## config.mk

```make
export PLATFORM = sky130hd
export DESIGN_NAME = tpc_core
export DESIGN_NICKNAME = d
export VERILOG_FILES = /design/src/tpc_pkg.sv /design/src/tpc_core.sv
export SDC_FILE = /design/constraint.sdc
export NUM_CORES = 1
export LEC_CHECK = 0
export ABC_AREA = 1
export BUFFER_PORTS_ARGS = -buffer_cell sky130_fd_sc_hd__buf_2
export CAP_MARGIN = 20
export CORE_UTILIZATION = 49
export CTS_CLUSTER_DIAMETER = 30
export CTS_CLUSTER_SIZE = 14
export DETAILED_ROUTE_END_ITERATION = 8
export GPL_TIMING_DRIVEN = 0
export PLACE_DENSITY = 0.65
export SLEW_MARGIN = 0
export SYNTH_ARGS = -nofsm -noshare
export SYNTH_HDL_FRONTEND = slang
export SYNTH_SLANG_ARGS = --single-unit
```

## constraint.sdc

```tcl
create_clock -name pclk -period 3.2 [get_ports pclk]
set_clock_uncertainty 0.05 [all_clocks]
set_input_delay 0.16 -clock pclk [delete_from_list [all_inputs] [get_ports pclk]]
set_output_delay 0.16 -clock pclk [all_outputs]
set_load 0.01 [all_outputs]
```

## src/tpc_pkg.sv

```systemverilog
package tpc_pkg;
	localparam logic [7:0] TPC_OFS_CTRL = 8'h00;
	localparam logic [7:0] TPC_OFS_PASSWORD = 8'h04;
	localparam logic [7:0] TPC_OFS_CFG = 8'h08;
	localparam logic [7:0] TPC_OFS_LOCK = 8'h0C;
	localparam logic [7:0] TPC_OFS_UNTRACE = 8'h10;
	localparam logic [7:0] TPC_OFS_KILL = 8'h14;
	localparam logic [7:0] TPC_OFS_TUNE = 8'h18;
	localparam logic [7:0] TPC_OFS_STATUS = 8'h1C;
	localparam logic [7:0] TPC_OFS_PC = 8'h20;
	localparam logic [7:0] TPC_OFS_CRC = 8'h24;
	localparam logic [7:0] TPC_OFS_EPC0 = 8'h40;
	// Config word bit positions (MSB-first bit address 40h..4Fh)
	localparam int TPC_CFG_RANGE_SMALL = 4;
	localparam int TPC_CFG_RANGE_LARGE = 2;
	localparam int TPC_CFG_KILLBLK = 3;
	localparam int TPC_CFG_TUNEDIS = 0;
	// Reserved-memory word index of the tuning value
	localparam logic [7:0] TPC_TUNE_WORD_SMALL = 8'h14;
	localparam logic [7:0] TPC_TUNE_WORD_LARGE = 8'h1C;
	localparam logic [2:0] TPC_TUNE_MAX = 3'h4;
	localparam logic [2:0] TPC_TUNE_NEUTRAL = 3'h2;
	localparam logic [19:0] TPC_LOCK_OPEN = 20'hA0000;
	localparam logic [19:0] TPC_LOCK_PERMA_OPEN = 20'hF0000;
	localparam logic [19:0] TPC_LOCK_SECURED = 20'hA0280;
	localparam logic [19:0] TPC_LOCK_PERMA_SHUT = 20'hF03C0;
	localparam logic [7:0] TPC_ERR_NOT_SUPPORTED = 8'h01;
	localparam logic [7:0] TPC_ERR_OTHER = 8'h00;
	localparam logic [1:0] TPC_RANGE_NORMAL = 2'h0;
	localparam logic [1:0] TPC_RANGE_INVERT = 2'h1;
	localparam logic [1:0] TPC_RANGE_SHORT = 2'h2;
	localparam logic [15:0] TPC_CRC_POLY = 16'h1021;
	localparam logic [15:0] TPC_CRC_PRESET = 16'hFFFF;
	localparam logic [15:0] TPC_PC_RESET = 16'h3400;
	localparam int TPC_ST_ERRV = 8;
	localparam int TPC_ST_KILLED = 9;
	localparam int TPC_ST_CRCBUSY = 10;
	localparam int TPC_ST_RANGE = 11;
	localparam int TPC_ST_INVERT = 12;
	localparam int TPC_ST_KSTAGE = 13;

	typedef struct packed {
		logic psel;
		logic penable;
		logic pwrite;
		logic [7:0] paddr;
		logic [31:0] pwdata;
	} tpc_apb_req_t;

	typedef struct packed {
		logic [31:0] prdata;
		logic pready;
		logic pslverr;
	} tpc_apb_rsp_t;

	typedef struct packed {
		logic range_short;
		logic [2:0] cap_code;
		logic tag_killed;
		logic crc_ready;
	} tpc_tag_out_t;
endpackage

```

## src/tpc_core.sv

```systemverilog
`timescale 1ns/1ps
// Overview of operation
// - Lock needs equal password settings, else error
// - A0000/F0000 leave passwords open, readable
// - A0280 allows password access only secured
// - F03C0 blocks password access from everywhere
// - Other-memory lock bits accepted when consistent
// - Range flag writable secured, nonzero password
// - Range flag resets zero, zero means full
// - Range flag one gives short range
// - Untraceable range honoured secured, nonzero password
// - Range field 10 stores one, short
// - Range field 00 stores zero, normal
// - Range field 01 inverts until the next range write or power loss
// - Tuning flags in word 4, value word
// - Tuning value 0..4 maps capacitance offsets
// - Tuning value readable, writes ignored
// - Tuning disabled gives zero offset, readback kept
// - Tuning disable resets zero, zero re-enables
// - Kill-block flag secured write, sticky one
// - Kill-block zero allows kill with password
// - Kill-block set answers second kill Other
// - EPC bank holds CRC, PC, EPC
// - CRC over PC and L words at power-up
// - Flags written together; range and tuning rewritable
// - Range bit 4Bh/4Dh, tuning 4Fh
// - Zero password refuses kill
module tpc_core #(
	parameter bit LARGE = 1'b1,
	parameter int EPC_WORDS = 8,
	parameter logic [15:0] PC_RESET = tpc_pkg::TPC_PC_RESET
) (
	input wire logic pclk, // APB clock
	input wire logic presetn, // Power-up reset, active low
	input wire logic pce, // Clock enable, freezes all state
	input wire tpc_pkg::tpc_apb_req_t apb_req, // APB request
	output tpc_pkg::tpc_apb_rsp_t apb_rsp, // APB answer
	input wire logic [2:0] tune_meas, // Tuner result from front end
	output tpc_pkg::tpc_tag_out_t tag_out // Range, capacitance, kill, CRC
);
	import tpc_pkg::*;

	typedef struct packed {
		tpc_apb_rsp_t rsp;
		logic secured;
		logic [31:0] pw;
		logic pw_lock;
		logic pw_perma;
		logic range_flag;
		logic range_inv;
		logic tune_dis;
		logic kill_blk;
		logic kill_stage;
		logic killed;
		logic range_out;
		logic crc_done;
		logic [7:0] err_code;
		logic err_valid;
		logic [2:0] tune_s1;
		logic [2:0] tune_s2;
		logic [2:0] cap_code;
		logic [15:0] pc;
		logic [EPC_WORDS-1:0][15:0] epc;
		logic [15:0] crc;
		logic crc_busy;
		logic [3:0] crc_bit;
		logic [5:0] crc_word;
	} tpc_state_t;

	tpc_state_t state_ff;
	tpc_state_t nxt_state;

	function automatic logic [15:0] crc_step(input logic [15:0] c, input logic b);
		logic fb;
		fb = c[15] ^ b;
		crc_step = {c[14:0], 1'b0} ^ (fb ? TPC_CRC_POLY : 16'h0000);
	endfunction

	// Password access check for current lock and session
	function automatic logic pw_ok(input logic lk, input logic pm, input logic sec);
		if (sec) begin
			pw_ok = !(lk && pm);
		end else begin
			pw_ok = !lk;
		end
	endfunction

	// Tuner codes above the top step are clamped, never passed on
	function automatic logic [2:0] tune_clamp(input logic [2:0] v);
		if (v > TPC_TUNE_MAX) begin
			tune_clamp = TPC_TUNE_MAX;
		end else begin
			tune_clamp = v;
		end
	endfunction

	// EPC window decode, shared by read and write paths
	function automatic logic epc_hit(input logic [7:0] adr);
		epc_hit = (adr >= TPC_OFS_EPC0) && (adr[1:0] == 2'b00) && (6'((adr - TPC_OFS_EPC0) >> 2) < 6'(EPC_WORDS));
	endfunction

	logic setup_hit;
	logic done_hit;
	logic wr_done;
	logic [7:0] a;
	logic [31:0] d;
	logic [15:0] cur_word;
	logic [5:0] epc_len;
	logic [2:0] tune_rd;
	logic pw_nz;
	logic eff_range;
	logic [5:0] epc_idx;
	int rng_bit;

	always_comb begin
		nxt_state = state_ff;
		a = apb_req.paddr;
		d = apb_req.pwdata;
		setup_hit = apb_req.psel && apb_req.penable && !state_ff.rsp.pready;
		done_hit = apb_req.psel && apb_req.penable && state_ff.rsp.pready;
		wr_done = done_hit && apb_req.pwrite && !state_ff.rsp.pslverr;
		pw_nz = (state_ff.pw != 32'h0000_0000);
		tune_rd = tune_clamp(state_ff.tune_s2);
		rng_bit = LARGE ? TPC_CFG_RANGE_LARGE : TPC_CFG_RANGE_SMALL;
		epc_idx = 6'((a - TPC_OFS_EPC0) >> 2);
		// Length field of the stored PC sets the CRC span
		epc_len = {1'b0, state_ff.pc[15:11]};
		cur_word = (state_ff.crc_word == 6'h00) ? state_ff.pc : state_ff.epc[state_ff.crc_word - 6'h01];

		// Two-flop synchroniser; only the second stage feeds logic
		nxt_state.tune_s1 = tune_meas;
		nxt_state.tune_s2 = state_ff.tune_s1;

		// CRC over PC then L EPC words, MSB first
		// power-up CRC walk
		if (state_ff.crc_busy) begin
			nxt_state.crc = crc_step(state_ff.crc, cur_word[4'hF - state_ff.crc_bit]);
			nxt_state.crc_bit = state_ff.crc_bit + 4'h1;
			if (state_ff.crc_bit == 4'hF) begin
				nxt_state.crc_word = state_ff.crc_word + 6'h01;
				if (state_ff.crc_word >= epc_len || state_ff.crc_word >= 6'(EPC_WORDS)) begin
					nxt_state.crc_busy = 1'b0;
					nxt_state.crc = ~crc_step(state_ff.crc, cur_word[4'hF - state_ff.crc_bit]);
				end
			end
		end

		// Answer in the second access cycle, two cycles after setup; data held until completion
		nxt_state.rsp.pready = 1'b0;
		if (setup_hit) begin
			nxt_state.rsp.pready = 1'b1;
			nxt_state.rsp.pslverr = 1'b0;
			nxt_state.rsp.prdata = 32'h0000_0000;
			unique case (a)
				TPC_OFS_CTRL: begin
					nxt_state.rsp.prdata = {31'h0, state_ff.secured};
				end
				TPC_OFS_PASSWORD: begin
					if (pw_ok(state_ff.pw_lock, state_ff.pw_perma, state_ff.secured)) begin
						nxt_state.rsp.prdata = state_ff.pw;
					end else begin
						nxt_state.rsp.pslverr = 1'b1;
					end
				end
				TPC_OFS_CFG: begin
					nxt_state.rsp.prdata[rng_bit] = state_ff.range_flag;
					nxt_state.rsp.prdata[TPC_CFG_TUNEDIS] = state_ff.tune_dis;
					nxt_state.rsp.prdata[TPC_CFG_KILLBLK] = LARGE && state_ff.kill_blk;
				end
				TPC_OFS_LOCK: begin
					nxt_state.rsp.prdata = {30'h0, state_ff.pw_perma, state_ff.pw_lock};
				end
				TPC_OFS_UNTRACE: begin
					nxt_state.rsp.prdata = 32'h0000_0000;
				end
				TPC_OFS_KILL: begin
					nxt_state.rsp.prdata = 32'h0000_0000;
				end
				// readback shows tuner choice even when disabled
				TPC_OFS_TUNE: begin
					nxt_state.rsp.prdata = {29'h0, tune_rd};
				end
				TPC_OFS_STATUS: begin
					nxt_state.rsp.prdata[7:0] = state_ff.err_code;
					nxt_state.rsp.prdata[TPC_ST_ERRV] = state_ff.err_valid;
					nxt_state.rsp.prdata[TPC_ST_KILLED] = state_ff.killed;
					nxt_state.rsp.prdata[TPC_ST_CRCBUSY] = state_ff.crc_busy;
					nxt_state.rsp.prdata[TPC_ST_RANGE] = state_ff.range_out;
					nxt_state.rsp.prdata[TPC_ST_INVERT] = state_ff.range_inv;
					nxt_state.rsp.prdata[TPC_ST_KSTAGE] = state_ff.kill_stage;
				end
				TPC_OFS_PC: begin
					nxt_state.rsp.prdata = {16'h0000, state_ff.pc};
				end
				TPC_OFS_CRC: begin
					nxt_state.rsp.prdata = {16'h0000, state_ff.crc};
				end
				default: begin
					if (epc_hit(a)) begin
						nxt_state.rsp.prdata = {16'h0000, state_ff.epc[epc_idx]};
					end else begin
						nxt_state.rsp.pslverr = 1'b1;
					end
				end
			endcase
			// Password write refused under the same lock test
			if (apb_req.pwrite && a == TPC_OFS_PASSWORD) begin
				nxt_state.rsp.pslverr = !pw_ok(state_ff.pw_lock, state_ff.pw_perma, state_ff.secured);
			end
		end

		// Writes take effect at the completing edge only
		if (wr_done) begin
			unique case (a)
				TPC_OFS_CTRL: begin
					nxt_state.secured = d[0];
				end
				TPC_OFS_PASSWORD: begin
					nxt_state.pw = d;
				end
				TPC_OFS_CFG: begin
					// all flags in one word write
					if (state_ff.secured) begin
						if (pw_nz) begin
							nxt_state.range_flag = d[rng_bit];
							nxt_state.range_inv = 1'b0;
						end
						nxt_state.tune_dis = d[TPC_CFG_TUNEDIS];
						// kill-block only ever goes to one
						if (LARGE && d[TPC_CFG_KILLBLK]) begin
							nxt_state.kill_blk = 1'b1;
						end
					end
				end
				TPC_OFS_LOCK: begin
					// kill and access fields must agree
					if (d[19:18] != d[17:16] || d[9:8] != d[7:6]) begin
						nxt_state.err_code = TPC_ERR_NOT_SUPPORTED;
						nxt_state.err_valid = 1'b1;
						// Permanent setting: only the same lock state is accepted
					end else if (state_ff.pw_perma && d[19] && d[9] != state_ff.pw_lock) begin
						nxt_state.err_code = TPC_ERR_NOT_SUPPORTED;
						nxt_state.err_valid = 1'b1;
					end else if (!state_ff.pw_perma) begin
						// A0000 / F0000 leave passwords open
						if (d[19]) begin
							nxt_state.pw_lock = d[9];
						end
						if (d[18]) begin
							nxt_state.pw_perma = d[8];
						end
					end
				end
				TPC_OFS_UNTRACE: begin
					// honoured only secured with nonzero password
					if (state_ff.secured && pw_nz) begin
						unique case (d[1:0])
							TPC_RANGE_SHORT: begin
								nxt_state.range_flag = 1'b1;
								nxt_state.range_inv = 1'b0;
							end
							TPC_RANGE_NORMAL: begin
								nxt_state.range_flag = 1'b0;
								nxt_state.range_inv = 1'b0;
							end
							TPC_RANGE_INVERT: begin
								nxt_state.range_inv = 1'b1;
							end
							default: begin
								nxt_state.range_inv = state_ff.range_inv;
							end
						endcase
					end
				end
				TPC_OFS_KILL: begin
					if (!state_ff.killed) begin
						if (!state_ff.kill_stage) begin
							// First write only arms; its data is ignored
							nxt_state.kill_stage = 1'b1;
						end else begin
							nxt_state.kill_stage = 1'b0;
							if (state_ff.kill_blk) begin
								nxt_state.err_code = TPC_ERR_OTHER;
								nxt_state.err_valid = 1'b1;
							end else if (!pw_nz) begin
								nxt_state.err_code = TPC_ERR_OTHER;
								nxt_state.err_valid = 1'b1;
							end else if (d == state_ff.pw) begin
								nxt_state.killed = 1'b1;
							end
						end
					end
				end
				TPC_OFS_TUNE: begin
					// Read-only word: the access completes, nothing changes
				end
				TPC_OFS_STATUS: begin
					if (d[TPC_ST_ERRV]) begin
						nxt_state.err_valid = 1'b0;
					end
				end
				// PC and EPC words stored apart from CRC
				TPC_OFS_PC: begin
					nxt_state.pc = d[15:0];
				end
				TPC_OFS_CRC: begin
					// Computed at power-up only; bus writes dropped
				end
				default: begin
					if (epc_hit(a)) begin
						nxt_state.epc[epc_idx] = d[15:0];
					end
				end
			endcase
			// Error raised in the same cycle as a clear still wins
			if (a == TPC_OFS_STATUS && state_ff.err_valid == 1'b0 && nxt_state.err_valid) begin
				nxt_state.err_valid = 1'b1;
			end
		end

		// effective range, inverse applied
		// Taken from the next flags so the pin flop keeps step with them
		eff_range = nxt_state.range_flag ^ nxt_state.range_inv;
		nxt_state.range_out = eff_range;
		// completion flag registered for the ready pin
		nxt_state.crc_done = !nxt_state.crc_busy;
		// codes 0..4 map to offsets; disabled is neutral
		if (state_ff.tune_dis) begin
			nxt_state.cap_code = TPC_TUNE_NEUTRAL;
		end else begin
			nxt_state.cap_code = tune_rd;
		end
	end

	always_ff @(posedge pclk or negedge presetn) begin
		if (!presetn) begin
			// Power-up values; the CRC walk starts on the first enabled edge
			state_ff <= '0;
			state_ff.pc <= PC_RESET;
			state_ff.crc <= TPC_CRC_PRESET;
			state_ff.crc_busy <= 1'b1;
			state_ff.cap_code <= TPC_TUNE_NEUTRAL;
		end else if (pce) begin
			// Enable low freezes every field, the bus answer too
			state_ff <= nxt_state;
		end
	end

	// Every pin is a plain flop, no gate after it
	assign apb_rsp = state_ff.rsp;
	assign tag_out.range_short = state_ff.range_out;
	assign tag_out.cap_code = state_ff.cap_code;
	assign tag_out.tag_killed = state_ff.killed;
	assign tag_out.crc_ready = state_ff.crc_done;
endmodule

```

==> results.ini <==
[status]
status = finished clean

[sta]
fmax_mhz = 326.6
setup_viol = 0
finalWorstSetupSlack_ns = 0.1378
post-route-min-period_ns = 3.062
slew_headroom_pct = 29.80
rsz0062_at_grt = false
worst_pin_slew_ns = 1.053
hold_slack_ns = 0.01728
hold_violations = 0
slew_viol_final = 0
finalCritPeriodShare_pct = 95.69

[finish]
insertedDiodeCount = 0
fin_cells = 2494
regArea_mm2 = 0.006507
fillCellCount = 2568
layout-drive-gt1-share_pct = 17.49
fin_nets = 2112
fin_util_pct = 63.39
area_growth_syn_to_layout_pct = 27.45
multi_input_area_mm2 = 0.006098

[place]
place_hpwl_um = 37940
dp_cells = 2328
portBuffers = 84
post-place-ws_ns = -0.5451
gp_congestion = 0.9803

[synthesis]
async_reset_ff_share_pct = 100.0
synth_fp_nets = 1915
ys_seq_area_share_pct = 45.58
synth-seq-cells = 259
ys.flop_type = dfrtp_1
syn_avg_cell_area_um2 = 7.684
synth_cells = 1858
synth_edf_count = 0
synth.distinct_cells = 54
synth_area_mm2 = 0.01428
yosys_warnings = 0

[cts]
clkLatencyLatePin_ns = 0.58
tritoncts = done
numCtsBuffers = 71
cts_sinks = 259
htree_levels = 3
clock_path_buffers = 3
ctsRootBufferMaster = clkbuf_16
path_clk_slew_ns = 0.05

[min_path]
hp-class = in2reg

[global_routing]
antenna_found_initial = 1
grt_pass1_wl_um = 86070
grt_max_degree = 111
grt_pass1_vias = 14220
grt_usage_pct = 38.67
grt-ovfl-total = 0

[worst_setup_path]
critical_path_arrival_ns = 3.53
cp.required_ns = 3.67
cp_max_fo = 14
worst-setup-path-type = reg2reg
slowest_stage = dfrtp_1
start_kind = flip-flop
path_cells = clkbuf_4 -> inv_6 -> ha_4 -> inv_2 -> clkbuf_4 -> nor2_1 -> nand2_1 -> nand3_1 -> nand3_1 -> nand3_1 -> nand3_1 -> nand2_1 -> nand3_1 -> nand2_1 -> nand2_1 -> nand3_1 -> nand3_1 -> nand2_1
critPathMaxStageDelay_ns = 0.41
cpMostUsedCell = nand3_1
cp-end-kind = flip-flop

[job]
maxCapViolations = 0

[drt]
routed_via_density = 5.857
first_pass_iters = 6
drc = 0
wl_per_cell_um = 22.89
postRouteAntennaNets = 0
dr_total_vias = 14610
totalWireLength_um = 57080
drt_iter0_drc = 1949

[floorplan]
die_y_um = 172.7
coreArea_mm2 = 0.02870
rows = 62
boundaryPins = 89
dieArea_mm2 = 0.02982
die_w_um = 172.7
start_util_pct = 49.74

[pwr]
p_leak_nw = 8.632
p_per_area_mw_per_mm2 = 849.8
finalPower_mw = 15.46
peakVddDrop_mv = 0.5068

-- final timing paths --
kind | startpoint | endpoint | slack [ns] | cells past startpoint
setup / recovery | state_ff[0]$_DFFE_PN0P_ | state_ff[23]$_DFFE_PN1P_ | 0.14 | 18
hold / removal | apb_req[35] | state_ff[92]$_DFFE_PN0P_ | 0.02 | 5
setup reg to reg | state_ff[0]$_DFFE_PN0P_ | state_ff[23]$_DFFE_PN1P_ | 0.14 | 18
hold reg to reg | nxt_state[175]$_DFFE_PN0P_ | state_ff[175]$_DFFE_PN0P_ | 0.41 | 2
max in group asynchronous | presetn | state_ff[192]$_DFFE_PN0P_ | 2.05 | 3
min in group asynchronous | presetn | state_ff[29]$_DFFE_PN0P_ | 0.12 | 2
-- through the flow --
step / area (um^2) / TNS (ns)
3_3_place_gp: 15180 / -742.71
3_5_place_dp: 15240 / -1.588
5_1_grt: 18200 / 0
4_1_cts: 18170 / 0
2_1_floorplan: 14280 / 0
6_report: 18200 / 0
-- final cells by class --
type	instances	area share (%)
plain buffers	134	4.257
clock buffers	91	10.62
clock inverters	37	3.163
inverters	249	5.219
multi-input cells	1214	33.52
flip-flops and latches	259	35.77
well taps	384	2.641
repair buffers	126	4.814
-- kinds of logic after synthesis --
| logic type | after synthesis | synth area share [%] |
|---|---|---|
| and+or+nand+nor | 735 | 22.05 |
| AOI/OAI and AO/OA | 430 | 17.07 |
| buffers and inverters | 385 | 11.95 |
| DFF | 259 | 45.58 |
| xor gates and xnor gates | 39 | 2.498 |
| adders and majority gates | 8 | 0.7012 |
| muxes | 2 | 0.1490 |
-- cell usage in the layout (no fill, tap or decap), types with 6 or more instances in the layout --
cell type	instances
clkinvlp_4	6
clkbuf_8	6
o211ai_1	20
dfstp_2	21
o22ai_1	74
nor4_1	10
buf_2	108
dlygate4sd3_1	36
buf_4	52
inv_1	230
a221oi_1	6
clkbuf_16	72
dfrtp_1	238
clkbuf_1	59
clkinv_2	9
o2111ai_1	6
nand4_1	10
nor3_1	9
xor2_1	33
a21oi_1	95
clkbuf_4	6
ha_1	7
nand2_1	393
a21oi_2	12
nand3_1	116
o21ai_1	30
nor2_1	168
a31oi_1	6
inv_2	16
o21ai_0	167
nor2_2	13
inv_6	6
bufinv_16	12
-- worst max-delay path: cells and delay by family, from the launching register on --
| kind | cells | cell delay [ns] |
|---|---|---|
| and+or+nand+nor | 13 | 1.51 |
| buffers and inverters | 4 | 0.67 |
| DFF | 1 | 0.41 |
| adders and majority gates | 1 | 0.37 |
-- flip-flops by register name (all words and copies together), names as in the netlist --
name / cells
nxt_state: 3
tag_out: 6
epc_len: 5
state_ff: 211
apb_rsp: 34
-- routing by layer --
metal	vias to the layer above	track usage [%]	wire (um)
met3	204	11.32	7624
li1	6459	-	-
met2	1000	55.02	23720
met1	6945	53.22	22590
met5	-	0	0
met4	0	20.32	3144
-- power breakdown --
part	leakage [nW]	total (mW)	switching (mW)	internal, mW
Combinational	4.34	4.19	2.87	1.32
Sequential	3.09	3.81	0.250	3.56
Clock	1.21	7.46	2.24	5.23
Total	8.63	15.5	5.36	10.1
-- cells in the mapped netlist (3+ instances only) --
master     instances  share of area, %
nand2_1          393                10
dfrtp_1          238                42
inv_1            230               6.0
nor2_1           168               4.4
o21ai_0          167               5.9
nand3_1          116               4.1
a21oi_1           95               3.3
o22ai_1           74               3.2
clkbuf_1          50               1.3
buf_4             48               2.5
xor2_1            33               2.0
o21ai_1           30               1.1
buf_2             29               1.0
dfstp_2           21               3.9
o211ai_1          20               1.1
inv_2             17              0.45
nor2_2            13              0.57
a21oi_2           12              0.74
nand4_1           10              0.44
nor4_1            10              0.44
nor3_1             9              0.32
ha_1               8              0.70
a221oi_1           6              0.37
a31oi_1            6              0.26
o2111ai_1          6              0.37
buf_1              4              0.11
buf_6              4              0.32
nor4_4             4              0.60
xnor2_1            4              0.25
a21o_1             3              0.16
nor2_4             3              0.24
-- timing repair --
item	in CTS	in global routing
gates resized for setup	8	13
setup endpoints to repair	3	3
setup buffers	4	0
endpoints found under the hold margin	142	0
gates cloned	0	0
hold buffers	36	0
pin swaps	2	0
Note: power is estimated with default switching activity, not from simulation.
